[src/sfhs_consts.vh]
// Notes on behaviour
// RL1 - Start-up source turns off when supply reaches turn-on level.
// RL2 - Start-up source turns back on when supply decays to minimum level.
// RL3 - Lockout trip forces gate drive off at once.
// RL4 - Lockout filter timer; recovery resumes drive, expiry enters hiccup.
// RL5 - Thermal or lockout fault enters the double hiccup state.
// RL6 - Hiccup: drive off, low-current mode, discharge to hiccup level.
// RL7 - Two charge/discharge cycles per fault before a restart attempt.
// RL8 - Soft-start begins at the second turn-on crossing of a hiccup.
// RL9 - Fault present or latched at turn-on keeps hiccup, no switching.
// RL10 - Cycling stays above logic reset; latch clears only by reset.
// RL11 - Overload lasting past the overload timer sets the latch flag.
// RL12 - Latched off: keep cycling supply with drive held inactive.
// RL13 - Latch input acts only after full filter delay; glitches ignored.
// RL14 - Skip comparator low suppresses switching cycles.
// RL15 - Start-up source stays off until supply passes the guard level.
// RL16 - Soft-start ramps reference zero to full scale, then holds.
// RL17 - Inputs synchronised; timers count cycles of the clock.
// RL18 - Overload timer restarts from zero when overload goes away.
// RL19 - Thermal indication filtered by a short delay before acting.
`ifndef SFHS_CONSTS_VH
`define SFHS_CONSTS_VH
`define SFHS_CLK_HZ        20000000
`define SFHS_UNDERVOLTAGE_LOCKOUT_US       50
`define SFHS_LATCH_US      50
`define SFHS_THERM_US      75
`define SFHS_OVLD_MS       350
`define SFHS_SSTART_US     4800
`define SFHS_UNDERVOLTAGE_LOCKOUT_CYC      ((`SFHS_UNDERVOLTAGE_LOCKOUT_US * (`SFHS_CLK_HZ / 1000000)))
`define SFHS_LATCH_CYC     ((`SFHS_LATCH_US * (`SFHS_CLK_HZ / 1000000)))
`define SFHS_THERM_CYC     ((`SFHS_THERM_US * (`SFHS_CLK_HZ / 1000000)))
`define SFHS_OVLD_CYC      ((`SFHS_OVLD_MS * (`SFHS_CLK_HZ / 1000)))
`define SFHS_SSTART_CYC    ((`SFHS_SSTART_US * (`SFHS_CLK_HZ / 1000000)))
`define SFHS_REF_W         10
`define SFHS_REF_FULL      10'h3FF
`define SFHS_HICCUPS       2'h2
`endif

[src/sfhs_filter.v]
`timescale 1ns/100ps
`include "sfhs_consts.vh"
// Qualifies a level: output high once input has been high for LIMIT cycles
module sfhs_filter #(
   parameter W     = 24,
   parameter LIMIT = 1000
) (
   input  wire clk,    // Clock
   input  wire rst_n,  // Async reset
   input  wire level,  // Synchronised level
   output reg  hit     // Qualified level
);
   reg [W-1:0] cnt;
   always @(posedge clk or negedge rst_n) begin
      if (!rst_n) begin
         cnt <= {W{1'b0}};
         hit <= 1'b0;
      end else if (!level) begin
         // RL18 restart from zero
         cnt <= {W{1'b0}};
         hit <= 1'b0;
      end else if (cnt >= LIMIT[W-1:0] - 1'b1) begin
         hit <= 1'b1;
      end else begin
         cnt <= cnt + 1'b1;
      end
   end
endmodule

[src/sfhs_sequencer.v]
`timescale 1ns/100ps
`include "sfhs_consts.vh"
module sfhs_sequencer #(
   parameter OVLD_CYC   = `SFHS_OVLD_CYC,
   parameter SSTART_CYC = `SFHS_SSTART_CYC,
   parameter UNDERVOLTAGE_LOCKOUT_CYC   = `SFHS_UNDERVOLTAGE_LOCKOUT_CYC,
   parameter LATCH_CYC  = `SFHS_LATCH_CYC,
   parameter THERM_CYC  = `SFHS_THERM_CYC
) (
   input  wire                  CLK,           // 20 MHz clock
   input  wire                  RESET_N,       // Logic reset, below 4 V
   input  wire                  SUPPLY_ON,     // Supply above turn-on level
   input  wire                  SUPPLY_MIN,    // Supply above minimum level
   input  wire                  UNDERVOLTAGE_LOCKOUT, // Supply below lockout
   input  wire                  SUPPLY_HICCUP, // Supply above hiccup level
   input  wire                  SUPPLY_GUARD,  // Supply above guard level
   input  wire                  THERMAL_HOT,   // Thermal comparator
   input  wire                  OVERLOAD,      // Overload condition
   input  wire                  LATCH_IN,      // Latch input above threshold
   input  wire                  SKIP_LOW,      // Feedback below skip level
   output reg                   STARTUP_EN,    // HV start-up source on
   output reg                   GATE_DRIVE_OUT,// Gate-drive enable
   output reg                   LOW_CURRENT,   // Low-current mode select
   output reg                   LATCHED_OFF,   // Latched-off flag
   output reg                   SOFTSTART_ACTIVE, // Soft-start running
   output reg [`SFHS_REF_W-1:0] SOFTSTART_REFERENCE // Current limit ref
);
   localparam S_CHARGE = 4'h1;
   localparam S_RUN    = 4'h2;
   localparam S_HCHG   = 4'h4;
   localparam S_HDIS   = 4'h8;

   // RL17 two-flop synchronisers
   reg [8:0] sy1;
   reg [8:0] sy2;
   always @(posedge CLK or negedge RESET_N) begin
      if (!RESET_N) begin
         sy1 <= 9'h000;
         sy2 <= 9'h000;
      end else begin
         sy1 <= {SUPPLY_ON, SUPPLY_MIN, UNDERVOLTAGE_LOCKOUT, SUPPLY_HICCUP,
                 SUPPLY_GUARD, THERMAL_HOT, OVERLOAD, LATCH_IN, SKIP_LOW};
         sy2 <= sy1;
      end
   end
   wire s_on    = sy2[8];
   wire s_min   = sy2[7];
   wire s_uv    = sy2[6];
   wire s_hic   = sy2[5];
   wire s_guard = sy2[4];
   wire s_hot   = sy2[3];
   wire s_ovl   = sy2[2];
   wire s_latch = sy2[1];
   wire s_skip  = sy2[0];

   wire uv_fault;
   wire hot_q;
   wire ovl_q;
   wire latch_q;
   // RL4 lockout filter timer
   sfhs_filter #(.W(12), .LIMIT(UNDERVOLTAGE_LOCKOUT_CYC)) u_uv (
      .clk(CLK), .rst_n(RESET_N), .level(s_uv), .hit(uv_fault));
   // RL19 thermal qualification
   sfhs_filter #(.W(12), .LIMIT(THERM_CYC)) u_th (
      .clk(CLK), .rst_n(RESET_N), .level(s_hot), .hit(hot_q));
   // RL11 overload timer
   sfhs_filter #(.W(24), .LIMIT(OVLD_CYC)) u_ov (
      .clk(CLK), .rst_n(RESET_N), .level(s_ovl), .hit(ovl_q));
   // RL13 latch input filter
   sfhs_filter #(.W(12), .LIMIT(LATCH_CYC)) u_la (
      .clk(CLK), .rst_n(RESET_N), .level(s_latch), .hit(latch_q));

   reg  [3:0]  state;
   reg  [3:0]  next_state;
   reg  [1:0]  hic_cnt;
   reg  [1:0]  next_hic_cnt;
   reg         latched;
   reg  [19:0] ss_cnt;
   reg  [`SFHS_REF_W-1:0] ref_acc;
   reg         ss_run;
   reg         ss_start;
   wire        fault = uv_fault | hot_q;
   wire        latch_set = ovl_q | latch_q;

   always @* begin
      next_state   = state;
      next_hic_cnt = hic_cnt;
      ss_start     = 1'b0;
      case (state)
         S_CHARGE: begin
            if (s_on) begin
               // RL9 fault or latch blocks start
               if (fault || latched) begin
                  next_state   = S_HDIS;
                  next_hic_cnt = 2'h0;
               end else begin
                  next_state = S_RUN;
                  ss_start   = 1'b1;
               end
            end
         end
         S_RUN: begin
            // RL5 thermal or lockout fault
            if (fault || latched || latch_set) begin
               next_state   = S_HDIS;
               next_hic_cnt = 2'h0;
            end
         end
         S_HDIS: begin
            // RL6 discharge to hiccup level
            if (!s_hic) begin
               next_state   = S_HCHG;
               next_hic_cnt = hic_cnt + 2'h1;
            end
         end
         S_HCHG: begin
            if (s_on) begin
               // RL7 two cycles counted; RL8 restart on second
               if (hic_cnt >= `SFHS_HICCUPS && !fault && !latched) begin
                  next_state = S_RUN;
                  ss_start   = 1'b1;
               end else begin
                  // RL12 latched keeps cycling
                  next_state = S_HDIS;
                  if (hic_cnt >= `SFHS_HICCUPS)
                     next_hic_cnt = 2'h0;
               end
            end
         end
         default: begin
            next_state = S_CHARGE;
         end
      endcase
   end

   always @(posedge CLK or negedge RESET_N) begin
      if (!RESET_N) begin
         state   <= S_CHARGE;
         hic_cnt <= 2'h0;
         latched <= 1'b0;
      end else begin
         state   <= next_state;
         hic_cnt <= next_hic_cnt;
         // RL10 cleared only by reset
         if (latch_set)
            latched <= 1'b1;
      end
   end

   localparam [19:0] SS_LAST = SSTART_CYC[19:0] - 20'h00001;

   // Next ramp count
   function [19:0] ss_step;
      input [19:0] count;
      begin
         ss_step = count + 20'h00001;
      end
   endfunction

   // Reference for a ramp count; the count is 20 bits wide, so the
   // soft-start period is limited to about 50 ms at this clock
   function [`SFHS_REF_W-1:0] ramp_level;
      input [19:0] count;
      reg   [31:0] scaled;
      begin
         scaled     = ({12'h000, count} * {22'h000000, `SFHS_REF_FULL}) /
                      SSTART_CYC;
         ramp_level = scaled[`SFHS_REF_W-1:0];
      end
   endfunction

   // RL16 soft-start ramp
   always @(posedge CLK or negedge RESET_N) begin
      if (!RESET_N) begin
         ss_cnt  <= 20'h00000;
         ref_acc <= {`SFHS_REF_W{1'b0}};
         ss_run  <= 1'b0;
      end else if (ss_start) begin
         ss_cnt  <= 20'h00000;
         ref_acc <= {`SFHS_REF_W{1'b0}};
         ss_run  <= 1'b1;
      end else if (next_state != S_RUN) begin
         ss_run  <= 1'b0;
         ref_acc <= {`SFHS_REF_W{1'b0}};
      end else if (ss_run) begin
         if (ss_cnt >= SS_LAST) begin
            ss_run  <= 1'b0;
            ref_acc <= `SFHS_REF_FULL;
         end else begin
            ss_cnt  <= ss_step(ss_cnt);
            ref_acc <= ramp_level(ss_step(ss_cnt));
         end
      end
   end

   // Source needs two guard samples in a row, so a noisy guard cannot pulse it
   reg startup_arm;
   always @(posedge CLK or negedge RESET_N) begin
      if (!RESET_N) begin
         STARTUP_EN          <= 1'b0;
         startup_arm         <= 1'b0;
         GATE_DRIVE_OUT      <= 1'b0;
         LOW_CURRENT         <= 1'b0;
         LATCHED_OFF         <= 1'b0;
         SOFTSTART_ACTIVE    <= 1'b0;
         SOFTSTART_REFERENCE <= {`SFHS_REF_W{1'b0}};
      end else begin
         // RL15 guard level; RL1 off at turn-on; RL2 on at minimum
         if (!s_guard)
            startup_arm <= 1'b0;
         else if (s_on)
            startup_arm <= 1'b0;
         else if (!s_min || next_state == S_CHARGE || next_state == S_HCHG)
            startup_arm <= 1'b1;
         STARTUP_EN <= startup_arm & s_guard & ~s_on &
                       (next_state != S_HDIS);
         // RL3 immediate drive off; RL14 skip suppresses cycles
         GATE_DRIVE_OUT <= (next_state == S_RUN) & ~s_uv & ~s_skip &
                           ~fault & ~latched & ~latch_set;
         LOW_CURRENT    <= (next_state == S_HDIS);
         LATCHED_OFF    <= latched | latch_set;
         SOFTSTART_ACTIVE    <= ss_run;
         SOFTSTART_REFERENCE <= ref_acc;
      end
   end
endmodule

[config.mk]
export PLATFORM = sky130hd
export DESIGN_NAME = sfhs_sequencer
export DESIGN_NICKNAME = d
export VERILOG_FILES = /design/src/sfhs_filter.v /design/src/sfhs_sequencer.v
export VERILOG_INCLUDE_DIRS = /design/src
export SDC_FILE = /design/constraint.sdc
export NUM_CORES = 1
export LEC_CHECK = 0
export BUFFER_PORTS_ARGS = -buffer_cell sky130_fd_sc_hd__buf_4
export CORE_MARGIN = 5
export CORE_UTILIZATION = 34
export CTS_CLUSTER_SIZE = 40
export DETAILED_ROUTE_END_ITERATION = 8
export GPL_ROUTABILITY_DRIVEN = 0
export SLEW_MARGIN = 20
export SYNTH_ARGS = -nofsm -noshare
export SYNTH_HDL_FRONTEND = slang
export SYNTH_SLANG_ARGS = --single-unit
[constraint.sdc]
create_clock -name CLK -period 46.3 [get_ports CLK]
set_clock_uncertainty 0.15 [all_clocks]
set_input_delay 6.945 -clock CLK [delete_from_list [all_inputs] [get_ports CLK]]
set_output_delay 6.945 -clock CLK [all_outputs]
set_load 0.01 [all_outputs]
==> flow_summary.ini, run 1 <==
[outcome]
status = complete, no violations

[sta]
setup-violations-final = 0
rsz0062_at_grt = false
setup_tns_ns = 0
hold_viol = 0
worst_pin_slew_ns = 1.16
worst_slack_ns = 25.18
hold_ws_ns = 0.193
slew_violations = 0
relSlewSlack_pct = 22.2
fin_crit_sh_pct = 45.6
fmax_mhz = 47.3
min_period_ns = 21.12

[yosys]
synth_cell_types = 129
synth_edf_count = 0
yosysMostFrequentCell = inv_1
synth-async-reset-ratio_pct = 100
synthTopCellsByArea = dfrtp_1 (21%), fa_1 (11%), ha_1 (5.9%)
ys_warn_count = 0
synthCells = 1862
synth_area_leader_cell = dfrtp_1
yosysSeqAreaShare_pct = 21.0
synth_area_um2 = 16200
synthTopCellsByCount = inv_1 (161), nand2_1 (145), dfrtp_1 (135)
ys_seq_elements = 136
syn_nets = 2042
synth-main-ff-cell = dfrtp_1
synth_top_cell_area_share_pct = 20.8
avgSynthCellArea_um2 = 8.71

[cells_and_area]
areaGrowthSynthToFinish_pct = 8.02
antenna_cells = 0
finalNonFillerCells = 2480
drive_above_1_share_pct = 9.54
fin_nets = 2032
final_area_um2 = 17500
final_core_util_pct = 36.9

[worst_setup_path]
startpoint = ss_cnt[0]
arrival_ns = 21.30
crit_required_ns = 46.48
worstPathMaxFanout = 15
end_kind = flop
crit_type = reg -> reg
critPathTopFamily = compound AO/OA/AOI/OAI gates
crit_path_start_kind = flop
crit_path_top_delay_cell = xor2_1
cp_num_buf_inv = 5
r2r_start = ss_cnt[0]
slowest_delay_ns = 0.79

[power_and_ir_drop]
p_leak_nw = 7.82
combPwrFrac_pct = 30.1
powerDensity_nw_per_um2 = 21.5
power_frac_clock_pct = 34.3
pwr-share-seq_pct = 35.7
p_sw_mw = 0.138
total_power_mw = 0.377
irDropWorstVdd_uv = 23.1
switching_share_pct = 36.5
p_int_mw = 0.240

[detailed_routing]
num_vias = 14000
dr.pass1.iters = 7
wl_um = 40400
drt_iter0_drc = 1121
post_drt_wl_per_cell_um = 16.3
ant_nets = 0
drc = 0
viasPerCell = 5.63

[global_routing]
grt_pass1_wl_um = 69300
use_met2_pct = 25.7
grt_util_met1_pct = 21.1
grt_max_degree = 70
top_usage_layer = met2
track_usage_pct = 15.3
grt_use_met3_pct = 1.81
grt_pass1_vias = 13900
grt-ovfl-total = 0
antenna_found_initial = 0

[clock_tree]
clock_latency_ns = 0.42
clkTransAtPathRegs_ns = 0.07
post_cts_buffers = 0
clock_sinks = 136
cts_root_buf = clkbuf_16
ctsResizeCount = 0
cts_made_buffers = 17
ctsHoldBuffers = 0
htreeDepth = 4
cts_tree = done
clk_path_buf_depth = 2

[floorplan]
die_x_um = 228
io_pins = 26
num_rows = 80
die_area_um2 = 52200
coreArea_um2 = 47400
initial_core_util_pct = 34.2
chipHeight_um = 228

[placement]
portBuffers = 25
placed_cell_area_um2 = 16900
place_inst = 2447
dp_slack_ns = 25.25
dp_hpwl_um = 31700

[job]
maxCapViolations = 0

[worst_hold_path]
hp-class = reg -> reg
hp-start = sy1[8]
[power groups by stage]
stage	sequential [mW]	clock (mW)	combinational, mW
final	0.134	0.129	0.113
after detailed placement	0.136	0	0.112
after floorplan	0.131	0	0.0839
after global routing	0.135	0.139	0.129
after global placement	0.136	0	0.110
after CTS	0.134	0.133	0.113
[path summary, 6_finish.rpt]
kind	to	slack, ns	cells after the start
max in group asynchronous	SOFTSTART_REFERENCE[6]	38.34	2
worst min register to register	sy2[8]	0.19	0
worst max register to register	ref_acc[0]	25.18	66
min in group asynchronous	u_uv.cnt[5]	6.35	1
worst min-delay path	sy2[8]	0.19	0
worst max-delay path	ref_acc[0]	25.18	66
[placed cells by master, fill, tap and decap left out, types with 18 or more instances in the layout]
| cell | Yosys | routed |
|---|---|---|
| inv_1 | 161 | 161 |
| nand2_1 | 145 | 145 |
| dfrtp_1 | 135 | 135 |
| nor2_1 | 100 | 100 |
| a21oi_1 | 95 | 95 |
| fa_1 | 92 | 92 |
| xnor2_1 | 90 | 89 |
| o21ai_0 | 83 | 83 |
| ha_1 | 77 | 77 |
| nand3_1 | 73 | 73 |
| and2_1 | 68 | 68 |
| xor2_1 | 44 | 44 |
| nor3_1 | 39 | 38 |
| o21ai_1 | 33 | 33 |
| and3_1 | 31 | 31 |
| a21o_1 | 29 | 29 |
| or3_1 | 27 | 27 |
| nand4_1 | 27 | 27 |
| a211oi_1 | 26 | 26 |
| buf_4 | 4 | 25 |
| mux2i_1 | 23 | 23 |
| o211ai_1 | 19 | 19 |
| o31ai_1 | 18 | 18 |
[state kept, by name, indices dropped and copies added, names as in the netlist, 10 cells and up]
name	cells
u_ov.cnt	24
ss_cnt	20
u_la.cnt	12
u_th.cnt	12
u_uv.cnt	12
SOFTSTART_REFERENCE	10
ref_acc	10
[cell type report]
type | instances | area (um^2)
clock buffer | 18 | 439
sequential | 136 | 3400
fill | 4842 | 29900
clock inverter | 14 | 133
tap | 615 | 769
inverter | 163 | 612
multi-input combinational | 1507 | 12000
timing repair buffer | 27 | 204
[metal layers]
metal	share of wire [%]	vias up
met4	1.7	0
met3	4.0	55
met5	0	-
li1	-	6750
met1	47	6780
met2	47	387
[logic make-up after synthesis]
logic type	after synthesis	share of synthesized area (%)
simple gates	616	20.2
compound gates	539	25.6
flops	136	21.0
mux	33	2.11
xor+xnor	139	7.74
buf+inv	219	5.36
fa+ha+maj	180	18.0
[worst register-to-register path, delay by kind of cell (launching register included)]
family,cells,cell delay (ns)
AO/OA/AOI/OAI,30,9.31
XOR/XNOR,2,1.27
adder cells (fa/ha/maj),9,4.05
buffers and inverters,5,0.46
flip-flops,1,0.46
multiplexers,2,0.60
AND/OR/NAND/NOR,18,4.75
Power figures use the tool's default switching activity.
==> run 2, diff against run 1 <==
--- a/config.mk
+++ b/config.mk
@@ -6,6 +6,7 @@
 export SDC_FILE = /design/constraint.sdc
 export NUM_CORES = 1
 export LEC_CHECK = 0
+export ABC_AREA = 1
 export BUFFER_PORTS_ARGS = -buffer_cell sky130_fd_sc_hd__buf_4
 export CORE_MARGIN = 5
 export CORE_UTILIZATION = 34
==> constraint.sdc (replaced) <==
create_clock -name CLK -period 18.08 [get_ports CLK]
set_clock_uncertainty 0.15 [all_clocks]
set_input_delay 2.712 -clock CLK [delete_from_list [all_inputs] [get_ports CLK]]
set_output_delay 2.712 -clock CLK [all_outputs]
set_load 0.01 [all_outputs]
==> run 2 against run 1 <==
Against the previous run: sequential share of layout area up 1.4 points; clock power rose to 2.8 times the previous value; worst hold slack improved by 0.0026 ns; via count is 7.5% lower; critical path depth increased by 45; die area down 8.8%; highest routed layer unchanged.
==> flow_summary.ini, run 2 <==
[worst_setup_path]
crit_path_start_kind = flop
path_common_cell = nand2_1
slowest_delay_ns = 0.65
crit_path_top_delay_cell = fa_2
end_kind = flop
worstPathMaxFanout = 12
crit_required_ns = 18.26
arrival_ns = 16.50
crit_type = reg -> reg

[cells_and_area]
drive_above_1_share_pct = 10.4
mostFrequentLayoutCell = nand2_1
largest_register_ffs = 24
fillerInstances = 4505
areaGrowthSynthToFinish_pct = 11.0
antenna_cells = 0
final_area_um2 = 16300
final_cell_mix = nand2_1 (600), inv_1 (402), dfrtp_1 (135), nor2_1 (134), nand3_1 (133)
fin_nets = 2337
final_core_util_pct = 38.0
top_register = u_ov.cnt
top_regs = u_ov.cnt (24), ss_cnt (20)

[worst_hold_path]
hp-class = reg -> reg

[yosys]
yosysSeqAreaShare_pct = 23.1
synthTopCellsByArea = dfrtp_1 (23%), nand2_1 (15%), fa_1 (13%)
muxShareOfSynthArea_pct = 0
synth-main-ff-cell = dfrtp_1
synth_cell_types = 52
synth_area_um2 = 14700
synthSimpleGateAreaFrac_pct = 33.6
synth-async-reset-ratio_pct = 100
ys_seq_elements = 136
synth_edf_count = 0
ys_warn_count = 0
synthCells = 2114
synth-xor-area-share_pct = 3.93
avgSynthCellArea_um2 = 6.97
synth_compound_area_share_pct = 8.33
synthTopCellsByCount = nand2_1 (601), inv_1 (403), dfrtp_1 (135), nor2_1 (135), nand3_1 (134)
synth_top_cell_area_share_pct = 22.9
yosysMostFrequentCell = nand2_1
synthAdderAreaFrac_pct = 19.1
synth_area_leader_cell = dfrtp_1
syn_nets = 2294
synth_top_family_by_area = simple AND/OR/NAND/NOR gates

[detailed_routing]
dr.pass1.iters = 5
wl_um = 33700
post_drt_wl_per_cell_um = 12.2
ant_nets = 0
num_vias = 12900
viasPerCell = 4.69
drc = 0
drt_iter0_drc = 732

[power_and_ir_drop]
power_frac_clock_pct = 36.3
combPwrFrac_pct = 29.8
irDropWorstVdd_uv = 61.0
p_int_mw = 0.627
powerDensity_nw_per_um2 = 60.1
p_sw_mw = 0.355
pwr-share-seq_pct = 33.8
p_leak_nw = 9.31
switching_share_pct = 36.1
total_power_mw = 0.983

[floorplan]
chipHeight_um = 218
io_pins = 26
die_area_um2 = 47600
initial_core_util_pct = 34.3
coreArea_um2 = 43000
num_rows = 76
die_x_um = 218

[clock_tree]
clock_sinks = 136
clk_path_buf_depth = 2
ctsHoldBuffers = 0
clkTransAtPathRegs_ns = 0.06
cts_tree = done
cts_root_buf = clkbuf_16
htreeDepth = 4
clock_latency_ns = 0.44
cts_made_buffers = 17

[global_routing]
use_met2_pct = 24.7
grt_pass1_vias = 12500
grt_use_met3_pct = 2.06
grt_pass1_wl_um = 58200
track_usage_pct = 14.5
grt_max_degree = 73
grt-ovfl-total = 0
antenna_found_initial = 0
top_usage_layer = met2
grt_util_met1_pct = 19.4

[job]
maxCapViolations = 0

[sta]
worst_pin_slew_ns = 0.964
setup-violations-final = 0
hold_viol = 0
slew_violations = 0
relSlewSlack_pct = 35.5
setup_tns_ns = 0
min_period_ns = 16.32
fmax_mhz = 61.3
fin_crit_sh_pct = 90.2

[placement]
dp_hpwl_um = 27400
portBuffers = 25
placed_cell_area_um2 = 15600

[outcome]
status = complete, no violations
## run 2: logic make-up after synthesis
family                     count (synthesis)
AOI/OAI and AO/OA                        211
xor gates and xnor gates                  66
adders and majority gates                169
buffers and inverters                    456
DFF                                      136
and+or+nand+nor                         1076
## run 2: path summary, 6_finish.rpt
path,to,slack (ns),cells after the start,start
min in group asynchronous,u_ov.cnt[6],2.10,1,RESET_N
worst max-delay path,ref_acc[0],1.76,111,ss_cnt[0]
worst min-delay path,sy2[4],0.20,0,sy1[4]
max in group asynchronous,u_ov.cnt[5],14.34,2,RESET_N
worst max register to register,ref_acc[0],1.76,111,ss_cnt[0]
worst min register to register,sy2[4],0.20,0,sy1[4]
## run 2: repair_timing
action,CTS,global route
buffers inserted,0,9
gates resized for setup,0,19
endpoints found under the setup margin,0,2
## run 2: stage by stage
step           worst slack [ns]  instances  hold WS (ns)
5_1_grt                 -0.0525       2755         0.203
4_1_cts                    1.13       2746         0.198
6_report                   1.76       2755         0.196
3_5_place_dp               1.19       2714         0.186
2_1_floorplan              3.36       2114         0.181
3_3_place_gp               1.78       2714         0.185
## run 2: power by group through the flow
stage          Combinational [mW]  Sequential (mW)  Clock [mW]
2_1_floorplan               0.213            0.335           0
5_1_grt                     0.339            0.334       0.379
3_5_place_dp                0.292            0.338           0
6_report                    0.293            0.333       0.357
3_3_place_gp                0.289            0.338           0
4_1_cts                     0.293            0.333       0.369
## run 2: area by class of cell
type                    count  area [um^2]  area share (%)
flip-flops and latches    136         3400            20.8
inverters                 444         1670            10.2
clock inverters            12          140           0.857
well taps                 585          732            4.48
repair buffers             36          274            1.68
clock buffers              20          457            2.79
multi-input cells        1522         9670            59.2
## run 2: critical path: cells and delay by family (launching register included)
kind	cells	cell delay, ns
AND/OR/NAND/NOR	91	10.88
adder cells (fa/ha/maj)	7	3.23
buffers and inverters	10	0.72
XOR/XNOR	2	0.51
flip-flops	1	0.43
AO/OA/AOI/OAI	1	0.21
## run 2: routing by layer
layer / wire length (um) / vias to the layer above
li1: - / 6695
met1: 16300 / 6030
met2: 15900 / 171
met3: 930 / 26
met4: 500 / 0
met5: 0 / -
==> run 3, diff against run 2 <==
==> constraint.sdc (replaced) <==
create_clock -name CLK -period 19.28 [get_ports CLK]
set_clock_uncertainty 0.15 [all_clocks]
set_input_delay 2.892 -clock CLK [delete_from_list [all_inputs] [get_ports CLK]]
set_output_delay 2.892 -clock CLK [all_outputs]
set_load 0.01 [all_outputs]
==> run 3 against run 2 <==
Against the previous run: first-iteration DRC count increased by 4.9%; worst setup slack improved by 0.46 ns; non-clock buffer count decreased by 9; via count about the same; sequential power decreased by 6.3%; worst hold slack improved by 0.0049 ns; register-to-register slack improved by 0.46 ns; count of clock-buffer cells in the layout increased by 3; flip-flop and latch count unchanged.
==> flow_summary.ini, run 3 (synthesis results as in run 2) <==
[detailed_routing]
num_vias = 12900
drc = 0
post_drt_wl_per_cell_um = 12.4
dr.pass1.iters = 5
ant_nets = 0
wl_um = 34000
drt_iter0_drc = 768
viasPerCell = 4.71

[clock_tree]
clock_latency_ns = 0.43
cts_root_buf = clkbuf_16
cts_tree = done
cts_made_buffers = 17
clkTransAtPathRegs_ns = 0.06
clock_sinks = 136
ctsResizeCount = 0
clk_path_buf_depth = 2
post_cts_buffers = 0
htreeDepth = 4
ctsHoldBuffers = 0

[power_and_ir_drop]
p_leak_nw = 9.26
switching_share_pct = 35.5
p_sw_mw = 0.328
p_int_mw = 0.595
irDropWorstVdd_uv = 61.7
combPwrFrac_pct = 29.8
total_power_mw = 0.922
pwr-share-seq_pct = 33.8
powerDensity_nw_per_um2 = 57.0
power_frac_clock_pct = 36.3

[worst_setup_path]
arrival_ns = 17.22
slowest_delay_ns = 0.68
crit_required_ns = 19.45
path_common_cell = nand2_1
worstPathMaxFanout = 12
crit_path_start_kind = flop
critPathTopFamily = simple AND/OR/NAND/NOR gates
crit_type = reg -> reg
cp_num_buf_inv = 11
end_kind = flop
crit_path_top_delay_cell = fa_1

[sta]
fin_crit_sh_pct = 88.5
setup_tns_ns = 0
fmax_mhz = 58.6
hold_viol = 0
relSlewSlack_pct = 36.1
slew_violations = 0
rsz0062_at_grt = false
worst_pin_slew_ns = 0.954
min_period_ns = 17.06
setup-violations-final = 0

[global_routing]
antenna_found_initial = 0
grt_max_degree = 73
grt_pass1_vias = 12500
grt_pass1_wl_um = 59100
track_usage_pct = 14.7
grt-ovfl-total = 0

[floorplan]
coreArea_um2 = 43000
num_rows = 76
chipHeight_um = 218
initial_core_util_pct = 34.3
io_pins = 26
die_area_um2 = 47600
die_x_um = 218

[cells_and_area]
top_regs = u_ov.cnt (24), ss_cnt (20)
drive_above_1_share_pct = 9.35
multi_input_area_um2 = 9570
fillerInstances = 4530
mostFrequentLayoutCell = nand2_1
antenna_cells = 0
areaGrowthSynthToFinish_pct = 9.84
final_cell_mix = nand2_1 (601), inv_1 (403), dfrtp_1 (135), nand3_1 (134), nor2_1 (134)
largest_register_ffs = 24
top_register = u_ov.cnt
regArea_um2 = 3400
final_area_um2 = 16200
fin_nets = 2328
finalNonFillerCells = 2745

[job]
maxCapViolations = 0

[placement]
placed_cell_area_um2 = 15600
dp_hpwl_um = 27700
portBuffers = 25
place_inst = 2714

[outcome]
status = complete, no violations

[worst_hold_path]
hp-class = reg -> reg
run 3: worst register-to-register path: cells and delay by family, from the launching register on:
family                     cells  cell delay (ns)
AOI/OAI and AO/OA              5             1.21
DFF                            1             0.43
adders and majority gates      7             3.27
buffers and inverters         11             0.89
xor gates and xnor gates       1             0.36
and+or+nand+nor               86            10.63
run 3: power groups by stage:
stage                     Clock [mW]  Combinational, mW  Sequential, mW
after global placement             0              0.271           0.317
after detailed placement           0              0.275           0.317
after CTS                      0.345              0.276           0.312
final                          0.335              0.275           0.312
after global routing           0.357              0.321           0.314
after floorplan                    0              0.200           0.314
run 3: cell type report:
cell class                 count  area share, %
timing repair buffer          27           1.28
tap                          585           4.53
clock buffer                  23           3.02
inverter                     444           10.3
clock inverter                 8          0.681
sequential                   136           21.1
multi-input combinational   1522           59.1
run 3: final timing paths:
kind                            slack [ns]  depth (start not counted)  startpoint           to
worst max-delay path                  2.22                        110   ss_cnt[0]   ref_acc[0]
worst min-delay path                  0.20                          0      sy1[6]       sy2[6]
worst max register to register        2.22                        110   ss_cnt[0]   ref_acc[0]
worst min register to register        0.20                          0      sy1[6]       sy2[6]
max in group asynchronous            15.31                          2     RESET_N  u_uv.cnt[4]
min in group asynchronous             2.28                          1     RESET_N  u_ov.cnt[7]
run 3: per-stage QoR:
stage | hold WS [ns] | setup slack (ns) | utilization [%]
2_1_floorplan | 0.181 | 4.56 | -
3_3_place_gp | 0.185 | 2.98 | 36.2
3_5_place_dp | 0.186 | 2.34 | 36.2
4_1_cts | 0.203 | 2.30 | 37.6
5_1_grt | 0.207 | 0.0906 | 37.6
6_report | 0.201 | 2.22 | 37.6
run 3: layer usage:
metal | wire, um | share of wire, % | global-route usage [%]
met5 | 0 | 0 | 0
met4 | 523 | 1.5 | 3.50
met3 | 1030 | 3.0 | 2.04
met2 | 16100 | 47 | 25.0
met1 | 16300 | 48 | 19.9
